$ cat config.mk
export PLATFORM = sky130hd
export DESIGN_NAME = camera_cfg
export DESIGN_NICKNAME = d
export VERILOG_FILES = /design/src/verilog/camera_cfg_pkg.sv /design/src/verilog/camera_cfg.sv
export VERILOG_INCLUDE_DIRS = /design/src /design/src/verilog
export SDC_FILE = /design/constraint.sdc
export NUM_CORES = 1
export LEC_CHECK = 0
export BUFFER_PORTS_ARGS = -buffer_cell sky130_fd_sc_hd__buf_2
export CELL_PAD_IN_SITES_DETAIL_PLACEMENT = 0
export CELL_PAD_IN_SITES_GLOBAL_PLACEMENT = 1
export CORE_ASPECT_RATIO = 0.8
export CORE_MARGIN = 3
export CORE_UTILIZATION = 51
export CTS_BUF_LIST = sky130_fd_sc_hd__clkbuf_16
export CTS_CLUSTER_DIAMETER = 150
export DETAILED_ROUTE_END_ITERATION = 8
export PLACE_DENSITY_LB_ADDON = 0.1
export SLEW_MARGIN = 20
export SYNTH_ARGS = -nofsm -noshare
export SYNTH_HDL_FRONTEND = slang
export SYNTH_SLANG_ARGS = --single-unit
$ cat constraint.sdc
create_clock -name pclk -period 9.2 [get_ports pclk]
set_clock_uncertainty 0.2 [all_clocks]
set_input_delay 1.38 -clock pclk [delete_from_list [all_inputs] [get_ports pclk]]
set_output_delay 1.38 -clock pclk [all_outputs]
set_load 0.02 [all_outputs]
$ cat src/verilog/camera_cfg_consts.svh
// Register offsets, field codes, reset values and timing constants of the camera configuration block.
`ifndef CAMERA_CFG_CONSTS_SVH
`define CAMERA_CFG_CONSTS_SVH
`define OFS_DEPTH 8'h00
`define OFS_FRAME_PERIOD 8'h04
`define OFS_TAP 8'h08
`define OFS_CLK_SEL 8'h0C
`define OFS_DEFECT 8'h10
`define OFS_FLIP 8'h14
`define OFS_FFC_SEL 8'h18
`define OFS_FFC_CMD 8'h1C
`define OFS_LINE_MODE 8'h20
`define OFS_LINE_SRC 8'h24
`define OFS_LINE_INV 8'h28
`define OFS_USER_OUT 8'h2C
`define OFS_TMR_SRC 8'h30
`define OFS_TMR_DUR 8'h34
`define OFS_TMR_DLY 8'h38
`define OFS_TMR_ACT 8'h3C
`define OFS_STATUS 8'h40
`define OFS_TRIG_MODE 8'h44
`define DEPTH_8 32'h0000_0008
`define DEPTH_10 32'h0000_000A
`define TAP_2 32'h0000_0002
`define TAP_4 32'h0000_0004
`define TAP_8 32'h0000_0008
`define TAP_10 32'h0000_000A
`define SRC_OFF 32'h0000_0000
`define SRC_FRAME 32'h0000_0004
`define SRC_EXPO 32'h0000_0006
`define SRC_USER 32'h0000_000A
`define SRC_TIMER 32'h0000_0012
`define ACT_FALL 2'h0
`define ACT_RISE 2'h1
`define ACT_LOW 2'h2
`define ACT_HIGH 2'h3
`define BIT_MAX 32'h0000_0001
`define FFC_SEL_MAX 32'h0000_0003
`define ACT_MAX 32'h0000_0003
`define TIME_US_MAX 32'h0393_8700
`define TIME_US_MIN_DUR 32'h0000_0001
`define FFC_GEN_BIT 0
`define FFC_SAVE_BIT 1
`define FFC_LOAD_BIT 2
`define RST_DEPTH 4'h8
`define RST_TAP 4'h2
`define RST_FRAME_PERIOD 26'h000_03E8
`define RST_TMR_DUR 26'h000_0001
`define CLK_MHZ 50
`define US_CYCLES (1 * `CLK_MHZ)
`define US_CNT_LAST 6'(`US_CYCLES - 1)
`endif

$ cat src/verilog/camera_cfg_pkg.sv
// Types shared by the camera configuration block.
package camera_cfg_pkg;
  typedef enum logic [2:0] {
    TMR_IDLE = 3'b001,
    TMR_DELAY = 3'b010,
    TMR_PULSE = 3'b100
  } timer_state_t;
  typedef logic [25:0] us_count_t;
  typedef logic [4:0] src_code_t;
endpackage
$ cat src/verilog/camera_cfg.sv
// APB slave that holds the camera output, flat field, control line and pulse timer settings.
`include "camera_cfg_consts.svh"
`timescale 1ns/1ns
`default_nettype none
// Behaviour
// - Pixel depth 8 or 10, readable back
// - Free-run trigger at set rate, mode off
// - Tap codes 2,4,8,10 select output geometry
// - Clock selector 0 fast, 1 slow
// - Defect correction enable bit
// - Horizontal flip enable bit
// - Generate command pulses flat field generator
// - Flat field location selector 0 to 3
// - Save command stores data at selector
// - Load command copies stored data to working
// - Line mode 0 input, 1 output
// - Line source selects driven signal
// - Inverter bit flips line output polarity
// - User output bit sets line level
// - Timer trigger source off, frame, exposure
// - Timer pulse lasts programmed microseconds
// - Programmed delay before timer pulse
// - Trigger qualified by edge or level
module camera_cfg (
  input wire logic pclk,
  input wire logic presetn,
  input wire logic psel,
  input wire logic penable,
  input wire logic pwrite,
  input wire logic [7:0] paddr,
  input wire logic [31:0] pwdata,
  output logic [31:0] prdata,
  output logic pready,
  output logic pslverr,
  input wire logic frame_active,
  input wire logic exposure_active,
  input wire logic line_in,
  output logic line_out,
  output logic line_oe_n,
  output logic ten_bit_depth,
  output logic [3:0] tap_count,
  output logic slow_pixel_clock,
  output logic defect_correct_en,
  output logic flip_en,
  output logic ffc_generate,
  output logic ffc_save,
  output logic ffc_load,
  output logic [1:0] ffc_location,
  output logic free_run_trigger,
  output logic pulse_timer_output
);
  import camera_cfg_pkg::*;
  logic [3:0] depth_reg, tap_reg;
  logic [1:0] ffc_sel_reg, tmr_act_reg;
  logic clk_sel_reg, defect_reg, flip_reg, line_mode_reg, line_inv_reg, user_out_reg, trig_mode_reg;
  us_count_t frame_period_reg, tmr_dur_reg, tmr_dly_reg, tmr_cnt_reg, frame_cnt_reg;
  src_code_t line_src_reg, tmr_src_reg;
  timer_state_t tmr_state_reg;
  logic [5:0] us_cnt_reg;
  logic us_tick, trig_sig, trig_prev_reg, trig_hit, wr_en, line_level;
  logic [31:0] rd_value;

  // Returns one when the address is a register in its allowed direction (command write-only, status read-only) and, for a write, the value lies in its legal set.
  function automatic logic access_ok(input logic [7:0] a, input logic [31:0] d, input logic wr);
    logic ok;
    ok = 1'b0;
    unique case (a)
      `OFS_DEPTH: ok = !wr || d == `DEPTH_8 || d == `DEPTH_10;
      `OFS_TAP: ok = !wr || d == `TAP_2 || d == `TAP_4 || d == `TAP_8 || d == `TAP_10;
      `OFS_FRAME_PERIOD, `OFS_TMR_DUR: ok = !wr || (d >= `TIME_US_MIN_DUR && d <= `TIME_US_MAX);
      `OFS_TMR_DLY: ok = !wr || d <= `TIME_US_MAX;
      `OFS_CLK_SEL, `OFS_DEFECT, `OFS_FLIP, `OFS_LINE_MODE, `OFS_LINE_INV, `OFS_USER_OUT,
      `OFS_TRIG_MODE: ok = !wr || d <= `BIT_MAX;
      `OFS_FFC_SEL: ok = !wr || d <= `FFC_SEL_MAX;
      `OFS_TMR_ACT: ok = !wr || d <= `ACT_MAX;
      `OFS_LINE_SRC: ok = !wr || d == `SRC_OFF || d == `SRC_FRAME || d == `SRC_EXPO || d == `SRC_USER ||
                          d == `SRC_TIMER;
      `OFS_TMR_SRC: ok = !wr || d == `SRC_OFF || d == `SRC_FRAME || d == `SRC_EXPO;
      `OFS_FFC_CMD: ok = wr;
      `OFS_STATUS: ok = !wr;
      default: ok = 1'b0;
    endcase
    return ok;
  endfunction
  // A write commits at the access edge only when it was accepted.
  assign wr_en = psel && penable && pready && pwrite && !pslverr;
  always_comb
  begin
    rd_value = 32'h0000_0000;
    unique case (paddr)
      `OFS_DEPTH: rd_value = {28'h000_0000, depth_reg};
      `OFS_FRAME_PERIOD: rd_value = {6'h00, frame_period_reg};
      `OFS_TAP: rd_value = {28'h000_0000, tap_reg};
      `OFS_CLK_SEL: rd_value = {31'h0000_0000, clk_sel_reg};
      `OFS_DEFECT: rd_value = {31'h0000_0000, defect_reg};
      `OFS_FLIP: rd_value = {31'h0000_0000, flip_reg};
      `OFS_FFC_SEL: rd_value = {30'h0000_0000, ffc_sel_reg};
      `OFS_LINE_MODE: rd_value = {31'h0000_0000, line_mode_reg};
      `OFS_LINE_SRC: rd_value = {27'h000_0000, line_src_reg};
      `OFS_LINE_INV: rd_value = {31'h0000_0000, line_inv_reg};
      `OFS_USER_OUT: rd_value = {31'h0000_0000, user_out_reg};
      `OFS_TMR_SRC: rd_value = {27'h000_0000, tmr_src_reg};
      `OFS_TMR_DUR: rd_value = {6'h00, tmr_dur_reg};
      `OFS_TMR_DLY: rd_value = {6'h00, tmr_dly_reg};
      `OFS_TMR_ACT: rd_value = {30'h0000_0000, tmr_act_reg};
      `OFS_TRIG_MODE: rd_value = {31'h0000_0000, trig_mode_reg};
      `OFS_STATUS: rd_value = {26'h000_0000, tmr_state_reg, line_in, exposure_active, frame_active};
      default: rd_value = 32'h0000_0000;
    endcase
  end
  // The answer is prepared in the setup cycle so that every bus output comes from a flip-flop.
  always_ff @(posedge pclk or negedge presetn)
  begin
    if (!presetn)
    begin
      pready <= 1'b0;
      pslverr <= 1'b0;
      prdata <= 32'h0000_0000;
    end
    else if (psel && !penable)
    begin
      pready <= 1'b1;
      pslverr <= !access_ok(paddr, pwdata, pwrite);
      prdata <= pwrite ? 32'h0000_0000 : rd_value;
    end
    else
    begin
      pready <= 1'b0;
      pslverr <= 1'b0;
      prdata <= 32'h0000_0000;
    end
  end

  always_ff @(posedge pclk or negedge presetn)
  begin
    if (!presetn)
    begin
      depth_reg <= `RST_DEPTH;
      frame_period_reg <= `RST_FRAME_PERIOD;
      tap_reg <= `RST_TAP;
      clk_sel_reg <= 1'b0;
      defect_reg <= 1'b0;
      flip_reg <= 1'b0;
      ffc_sel_reg <= 2'h0;
      line_mode_reg <= 1'b0;
      line_src_reg <= 5'h00;
      line_inv_reg <= 1'b0;
      user_out_reg <= 1'b0;
      tmr_src_reg <= 5'h00;
      tmr_dur_reg <= `RST_TMR_DUR;
      tmr_dly_reg <= 26'h000_0000;
      tmr_act_reg <= `ACT_RISE;
      trig_mode_reg <= 1'b0;
    end
    else if (wr_en)
    begin
      unique case (paddr)
        `OFS_DEPTH: depth_reg <= pwdata[3:0];
        `OFS_FRAME_PERIOD: frame_period_reg <= pwdata[25:0];
        `OFS_TAP: tap_reg <= pwdata[3:0];
        `OFS_CLK_SEL: clk_sel_reg <= pwdata[0];
        `OFS_DEFECT: defect_reg <= pwdata[0];
        `OFS_FLIP: flip_reg <= pwdata[0];
        `OFS_FFC_SEL: ffc_sel_reg <= pwdata[1:0];
        `OFS_LINE_MODE: line_mode_reg <= pwdata[0];
        `OFS_LINE_SRC: line_src_reg <= pwdata[4:0];
        `OFS_LINE_INV: line_inv_reg <= pwdata[0];
        `OFS_USER_OUT: user_out_reg <= pwdata[0];
        `OFS_TMR_SRC: tmr_src_reg <= pwdata[4:0];
        `OFS_TMR_DUR: tmr_dur_reg <= pwdata[25:0];
        `OFS_TMR_DLY: tmr_dly_reg <= pwdata[25:0];
        `OFS_TMR_ACT: tmr_act_reg <= pwdata[1:0];
        `OFS_TRIG_MODE: trig_mode_reg <= pwdata[0];
        default: ;
      endcase
    end
  end
  // Output settings follow their registers one cycle later.
  always_ff @(posedge pclk or negedge presetn)
  begin
    if (!presetn)
    begin
      ten_bit_depth <= 1'b0;
      tap_count <= 4'h0;
      slow_pixel_clock <= 1'b0;
      defect_correct_en <= 1'b0;
      flip_en <= 1'b0;
      ffc_location <= 2'h0;
    end
    else
    begin
      ten_bit_depth <= depth_reg == `DEPTH_10;
      tap_count <= tap_reg;
      slow_pixel_clock <= clk_sel_reg;
      defect_correct_en <= defect_reg;
      flip_en <= flip_reg;
      ffc_location <= ffc_sel_reg;
    end
  end
  // Flat field commands are one-cycle pulses from a write to the command register.
  always_ff @(posedge pclk or negedge presetn)
  begin
    if (!presetn)
    begin
      ffc_generate <= 1'b0;
      ffc_save <= 1'b0;
      ffc_load <= 1'b0;
    end
    else
    begin
      ffc_generate <= wr_en && paddr == `OFS_FFC_CMD && pwdata[`FFC_GEN_BIT];
      ffc_save <= wr_en && paddr == `OFS_FFC_CMD && pwdata[`FFC_SAVE_BIT];
      ffc_load <= wr_en && paddr == `OFS_FFC_CMD && pwdata[`FFC_LOAD_BIT];
    end
  end
  // Microsecond prescaler shared by the frame rate and timer counters.
  always_ff @(posedge pclk or negedge presetn)
  begin
    if (!presetn)
      us_cnt_reg <= 6'h00;
    else if (us_cnt_reg == `US_CNT_LAST)
      us_cnt_reg <= 6'h00;
    else
      us_cnt_reg <= us_cnt_reg + 6'h01;
  end
  assign us_tick = us_cnt_reg == `US_CNT_LAST;
  // The free-run counter is held at zero while trigger mode is on.
  always_ff @(posedge pclk or negedge presetn)
  begin
    if (!presetn)
    begin
      frame_cnt_reg <= 26'h000_0000;
      free_run_trigger <= 1'b0;
    end
    else if (trig_mode_reg)
    begin
      frame_cnt_reg <= 26'h000_0000;
      free_run_trigger <= 1'b0;
    end
    else if (us_tick && frame_cnt_reg + 26'h000_0001 >= frame_period_reg)
    begin
      frame_cnt_reg <= 26'h000_0000;
      free_run_trigger <= 1'b1;
    end
    else
    begin
      frame_cnt_reg <= us_tick ? frame_cnt_reg + 26'h000_0001 : frame_cnt_reg;
      free_run_trigger <= 1'b0;
    end
  end
  always_comb
  begin
    trig_sig = 1'b0;
    if (tmr_src_reg == 5'(`SRC_FRAME))
      trig_sig = frame_active;
    else if (tmr_src_reg == 5'(`SRC_EXPO))
      trig_sig = exposure_active;
  end

  always_ff @(posedge pclk or negedge presetn)
  begin
    if (!presetn)
      trig_prev_reg <= 1'b0;
    else
      trig_prev_reg <= trig_sig;
  end
  always_comb
  begin
    trig_hit = 1'b0;
    unique case (tmr_act_reg)
      `ACT_FALL: trig_hit = trig_prev_reg && !trig_sig;
      `ACT_RISE: trig_hit = !trig_prev_reg && trig_sig;
      `ACT_LOW: trig_hit = !trig_sig;
      `ACT_HIGH: trig_hit = trig_sig;
    endcase
    if (tmr_src_reg == 5'(`SRC_OFF))
      trig_hit = 1'b0;
  end
  // Triggers are ignored while a delay or pulse is in progress.
  always_ff @(posedge pclk or negedge presetn)
  begin
    if (!presetn)
    begin
      tmr_state_reg <= TMR_IDLE;
      tmr_cnt_reg <= 26'h000_0000;
      pulse_timer_output <= 1'b0;
    end
    else
    begin
      unique case (tmr_state_reg)
        TMR_IDLE:
        begin
          tmr_cnt_reg <= 26'h000_0000;
          if (trig_hit && tmr_dly_reg == 26'h000_0000)
          begin
            tmr_state_reg <= TMR_PULSE;
            pulse_timer_output <= 1'b1;
          end
          else if (trig_hit)
            tmr_state_reg <= TMR_DELAY;
        end
        TMR_DELAY:
        begin
          if (us_tick && tmr_cnt_reg + 26'h000_0001 >= tmr_dly_reg)
          begin
            tmr_state_reg <= TMR_PULSE;
            tmr_cnt_reg <= 26'h000_0000;
            pulse_timer_output <= 1'b1;
          end
          else if (us_tick)
            tmr_cnt_reg <= tmr_cnt_reg + 26'h000_0001;
        end
        TMR_PULSE:
        begin
          if (us_tick && tmr_cnt_reg + 26'h000_0001 >= tmr_dur_reg)
          begin
            tmr_state_reg <= TMR_IDLE;
            tmr_cnt_reg <= 26'h000_0000;
            pulse_timer_output <= 1'b0;
          end
          else if (us_tick)
            tmr_cnt_reg <= tmr_cnt_reg + 26'h000_0001;
        end
        default:
        begin
          tmr_state_reg <= TMR_IDLE;
          tmr_cnt_reg <= 26'h000_0000;
          pulse_timer_output <= 1'b0;
        end
      endcase
    end
  end
  always_comb
  begin
    line_level = 1'b0;
    if (line_src_reg == 5'(`SRC_FRAME))
      line_level = frame_active;
    else if (line_src_reg == 5'(`SRC_EXPO))
      line_level = exposure_active;
    else if (line_src_reg == 5'(`SRC_USER))
      line_level = user_out_reg;
    else if (line_src_reg == 5'(`SRC_TIMER))
      line_level = pulse_timer_output;
  end
  // The line is driven only in output mode with a source selected.
  always_ff @(posedge pclk or negedge presetn)
  begin
    if (!presetn)
    begin
      line_out <= 1'b0;
      line_oe_n <= 1'b1;
    end
    else
    begin
      line_oe_n <= !(line_mode_reg && line_src_reg != 5'(`SRC_OFF));
      line_out <= line_src_reg == 5'(`SRC_OFF) ? 1'b0 : line_level ^ line_inv_reg;
    end
  end
endmodule // camera_cfg
`default_nettype wire

Word level (Yosys, flattened, before mapping):

Index checks and enable logic that the tools add are counted.

* register bits after elaboration: 220
* output and inout port bits: 51
* logic and storage cells: 192

* add/sub/neg operators: 3
* order comparisons: 7
* equality and inequality tests: 41
* mux-type cells: 35
* bitwise gates (word level): 1
* reductions and logical operators: 68

Operator list (number)
* $pmux W26 S17: 1
* $mux W26: 6
* $ge A26 B26 Y1: 3
* $eq A32 B3 Y1 const B: 2
* $eq A32 B4 Y1 const B: 2
* $eq A8 B6 Y1 const B: 8
* $mux W32: 2
* $add A26 B1 Y26 const B: 2
* $pmux W26 S2: 1
* $eq A32 B2 Y1 const B: 1
* $eq A32 B5 Y1 const B: 1
* $eq A8 B5 Y1 const B: 4
* $ge A32 B1 Y1 const B: 1
* $le A32 B1 Y1 const B: 1
* $le A32 B2 Y1 const B: 1
* $le A32 B26 Y1 const B: 1
* $logic_not A32 Y1: 1
* $reduce_and A2 Y1: 16
* $logic_not A26 Y1: 1
* $eq A5 B3 Y1 const B: 4
* $logic_and A1 B1 Y1: 17
* $eq A8 B4 Y1 const B: 2
* $eq A8 B7 Y1 const B: 2
* $mux W1: 16
* other kinds (30): 59

Depth between registers and ports, before layout:

* word-level depth: 10
* gate-level depth with buffers: 17
* mapped depth without buffers: 15

Worst setup path after synthesis:

OpenSTA, ideal clock, no wires.

* path kind: register to register
* start point: register tmr_cnt_reg[0]
* end point: register tmr_cnt_reg[6]
* data arrival time: 3.373 ns
* required time: 8.928 ns
* path slack: 5.555 ns
* stages on the path, launching flop included: 18
* period minus slack after synthesis: 3.645 ns
* cells stage by stage: dfrtp_1 ha_1 nand3_1 nor2_1 nand4_1 nand2b_1 nor2_1 xnor2_1 ha_1 a21oi_1 nand2_1 a221oi_1 o211ai_1 nor3b_1 nor2b_2 buf_4 buf_6 nor2_1

* cells in the longest elaborated chain, start to end: 5

Ends and longest elaborated chain
* start, declared: RTL line camera_cfg.sv:56 `us_count_t frame_period_reg, tmr_dur_reg, tmr_dly_reg, tmr_cnt_reg, frame_cnt_reg;`
* start signal, assigned: RTL line camera_cfg.sv:311 `tmr_cnt_reg <= tmr_cnt_reg + 26'h000_0001;`
* start signal, assigned: RTL line camera_cfg.sv:322 `tmr_cnt_reg <= tmr_cnt_reg + 26'h000_0001;`
* $add A26 B1 Y26 *
* $ge A26 B26 Y1, on equally long branches: RTL line camera_cfg.sv:315, camera_cfg.sv:304
* $logic_and A1 B1 Y1, on equally long branches: RTL line camera_cfg.sv:315, camera_cfg.sv:304
* $mux W26, on equally long branches: RTL line camera_cfg.sv:315, camera_cfg.sv:304
* $pmux W26 S2 *: RTL line camera_cfg.sv:290 `unique case (tmr_state_reg)`

Mark *: on every way between the ends. The rest lies on a longest branch, timed or not.
A chain may end at the register's enable or synchronous reset.

Worst setup path in the final report:

* start point: register frame_cnt_reg[0]
* end point: register frame_cnt_reg[19]

* cells in the longest elaborated chain, start to end: 5

Ends and longest elaborated chain
* start, declared: RTL line camera_cfg.sv:56
* start signal, assigned: RTL line camera_cfg.sv:247 `frame_cnt_reg <= us_tick ? frame_cnt_reg + 26'h000_0001 : frame_cnt_reg;`
* $add A26 B1 Y26 *: RTL line camera_cfg.sv:240, camera_cfg.sv:247
* $ge A26 B26 Y1: RTL line camera_cfg.sv:240 `else if (us_tick && frame_cnt_reg + 26'h000_0001 >= frame_period_reg)`
* $logic_and A1 B1 Y1: RTL line camera_cfg.sv:240
* $mux W26: RTL line camera_cfg.sv:240
* $mux W26: RTL line camera_cfg.sv:235 `else if (trig_mode_reg)`

Mark *: on every way between the ends. The rest lies on a longest branch, timed or not. The select of a mux whose other input is x is not followed.

==> metrics.txt <==
leakage power 6.39 nW; Bufs and invs on worst path 0; element type at the critical path start flop; Reg power frac around 48%; share of cells above drive strength 1 approximately a fifth; Fmax achieved 222 MHz; Synth Area per Inst approximately 10 um^2; critical path data arrival time about 4.7 ns; setup bufs post-CTS 0; final period utilization between 40 and 50%; Combinational Power Share between 4 and 5%; Crit-path slowest cell nor2_2; initial antenna violation count 0; Area growth syn-to-layout 12.3%; CP top delay family simple AND/OR/NAND/NOR gates; Pre-Repair DR Iteration Count 9; wirelength, routed roughly 32 mm; Int Pwr approximately 1.5 mW; sw power ~450 uW; FILL cells roughly 2000; via count ~9400; Initial Util a little over half; largest net degree at the start of global routing 75; sw frac a little under a quarter; CP Data Required Time 9.43 ns; max-slew violation count 0; IO Count 99; Longest Clk Path Bufs 3; full die area ~0.026 mm^2; Final Hold Fails 0; synthesized area roughly 0.012 mm^2; sum of negative setup slack 0 ns; worst IR drop on VDD roughly 0.15 mV; first-pass GRT wire length 50.6 mm; post-cts hold buffer count 0; worst path cell trace ha_1 -> nand3_1 -> or2_2 -> nor2_1 -> nand3_1 -> xnor2_1 -> ha_1 -> a21oi_1 -> a21oi_1 -> o22ai_1 -> nand3_1 -> nor2_2 -> a21oi_1 -> o21ai_0; DR iter-0 viols around 820; CTS root buf clkbuf_16; EDFF count, synth 0; Clock Power Share 48.1%; Ys Warns 0; post-DR wirelength/cell 19.7 um; Reg clk slew, reported paths roughly 0.07 ns; crit-path max FO 24; max_cap viols 0; Pwr Total between 1.5 and 2 mW; Die Wd 179 um; gr usage total approximately 25%; Clock Sinks 214; antenna-violating nets left 0; Routability Congestion approximately 0.9; Final Setup Violations 0; Slew HR between 20% and 30%; Pwr Density approximately 150 mW/mm^2; post-synthesis async set-or-reset flop share 100%; n_diodes 0; synth unique cells 72; fin crit period about 4.5 ns; Main synth FF type dfrtp_1; DP HPWL ~23 mm; CTS tree yes; status completed; Clock Latency Late Sink about 0.5 ns; critical path's largest stage delay slightly above 0.8 ns; Gate Count Post-Synth roughly 1200; multi-input logic area 0.00622 mm^2; drt via density a little under 6; CP endpoint kind flop; IO buf count 92; die height 144 um; CTS buffer count 23; measured slew at the worst slew-check pin between 1 and 1.5 ns; # DRC 0; share of the yosys chip area belonging to registers ~44%; CP Class flop to flop; sequential cell area between 0.005 and 0.006 mm^2; Hold Crit Class flop to flop; setup repair after global routing missed its margin false; Core ar. between 0.02 and 0.025 mm^2; Synth Register Bits 214; fin nets approximately 1400; row count 49; overflow left after global routing 0; vias in the first global route around 9000; H-tree Lvls 1; post-CTS sizing 0
[cells in the final DEF, fill, tap and decap left out, types with 5 or more instances in the layout]
cell type	n
a21oi_1	42
xor2_1	34
or3_1	6
dfstp_2	12
nand4_1	21
a221oi_1	7
nor2b_1	5
o21ai_0	44
o211ai_1	5
xnor2_1	43
and3_1	14
and2_1	6
mux2_2	99
o22ai_1	5
a31oi_1	10
nor4_1	20
buf_4	12
nand2b_1	5
nand3_1	45
a22oi_1	11
conb_1	6
dfrtp_1	202
nor3_1	25
nor2_2	5
nand2_1	95
a222oi_1	21
inv_1	94
and4_1	6
clkbuf_16	23
nor2_1	105
a22o_1	19
buf_2	91
ha_1	82
[per-stage QoR]
step | std cells | setup WS (ns) | cell area, um^2 | hold slack [ns] | utilization, %
after floorplan | 1213 | 5.55 | 12200 | 0.168 | -
after global placement | 1574 | 4.68 | 12900 | 0.182 | 56.1
after detailed placement | 1574 | 4.57 | 12900 | 0.192 | 56.1
after CTS | 1614 | 4.51 | 13600 | 0.206 | 59.4
after global routing | 1614 | 4.27 | 13600 | 0.217 | 59.5
final | 1614 | 4.69 | 13600 | 0.198 | 59.5
[worst register-to-register path: cells and delay by family, from the launching register on]
family	cells	cell delay (ns)
AO/OA/AOI/OAI	5	0.84
XOR/XNOR	1	0.24
adder cells (fa/ha/maj)	2	0.61
flip-flops	1	0.46
AND/OR/NAND/NOR	6	2.08
[cell type report]
type,count,share of cell area [%]
Tap cell,306,2.81
Clock inverter,17,1.39
Clock buffer,23,4.22
Sequential cell,214,39.4
Inverter,90,2.48
Timing Repair Buffer,104,4.11
Multi-Input combinational cell,860,45.6
[Yosys cell counts (5+ instances only)]
cell type | n | area share, %
o21ai_0 | 44 | 1.8
nand2b_1 | 5 | 0.26
dfrtp_1 | 202 | 42
a22oi_1 | 11 | 0.68
nor2b_1 | 5 | 0.26
a31oi_1 | 10 | 0.52
buf_4 | 8 | 0.49
nand3_1 | 45 | 1.9
ha_1 | 82 | 8.5
a222oi_1 | 21 | 1.7
a22o_1 | 19 | 1.4
buf_2 | 15 | 0.62
nand2_1 | 98 | 3.0
and4_1 | 6 | 0.43
a221oi_1 | 7 | 0.50
a21oi_1 | 42 | 1.7
dfstp_2 | 12 | 2.6
nand4_1 | 21 | 1.1
o22ai_1 | 5 | 0.26
clkbuf_1 | 23 | 0.71
mux2_2 | 99 | 9.2
o211ai_1 | 5 | 0.31
and3_1 | 14 | 0.72
inv_1 | 90 | 2.8
or3_1 | 6 | 0.31
xor2_1 | 34 | 2.5
and2_1 | 6 | 0.31
xnor2_1 | 43 | 3.1
nor4_1 | 20 | 1.0
nor3_1 | 25 | 1.0
nor2_1 | 106 | 3.3
[power by group through the flow]
| stage | clock [mW] | sequential [mW] | combinational [mW] |
|---|---|---|---|
| 3_3_place_gp | 0 | 0.963 | 0.0818 |
| 3_5_place_dp | 0 | 0.963 | 0.0826 |
| 5_1_grt | 1.02 | 0.946 | 0.0915 |
| 4_1_cts | 0.971 | 0.946 | 0.0828 |
| 6_report | 0.952 | 0.946 | 0.0826 |
| 2_1_floorplan | 0 | 0.963 | 0.0325 |
[routing by layer]
layer	track usage, %	up-vias	part of all wire [%]
met5	0	-	0
li1	-	4477	-
met1	39.7	4528	49
met4	4.80	0	1.8
met3	4.67	46	7.0
met2	35.9	307	42
[kinds of logic after synthesis]
group           synth area share [%]
compound gates                  11.4
xor+xnor                        5.55
fa+ha+maj                       8.45
buf+inv                         4.83
flops                           44.2
mux                             9.51
other cells                   0.0309
simple gates                    16.0
[final timing paths]
kind                                  startpoint  cells past startpoint           endpoint  slack, ns
worst max-delay path            frame_cnt_reg[0]                     14  frame_cnt_reg[19]       4.69
worst min-delay path                  defect_reg                      0  defect_correct_en       0.20
worst max register to register  frame_cnt_reg[0]                     14  frame_cnt_reg[19]       4.69
worst min register to register        defect_reg                      0  defect_correct_en       0.20
max in group asynchronous                presetn                      2     tmr_cnt_reg[7]       6.84
min in group asynchronous                presetn                      1            flip_en       0.63
No activity file was read; power rests on OpenSTA's default activity.
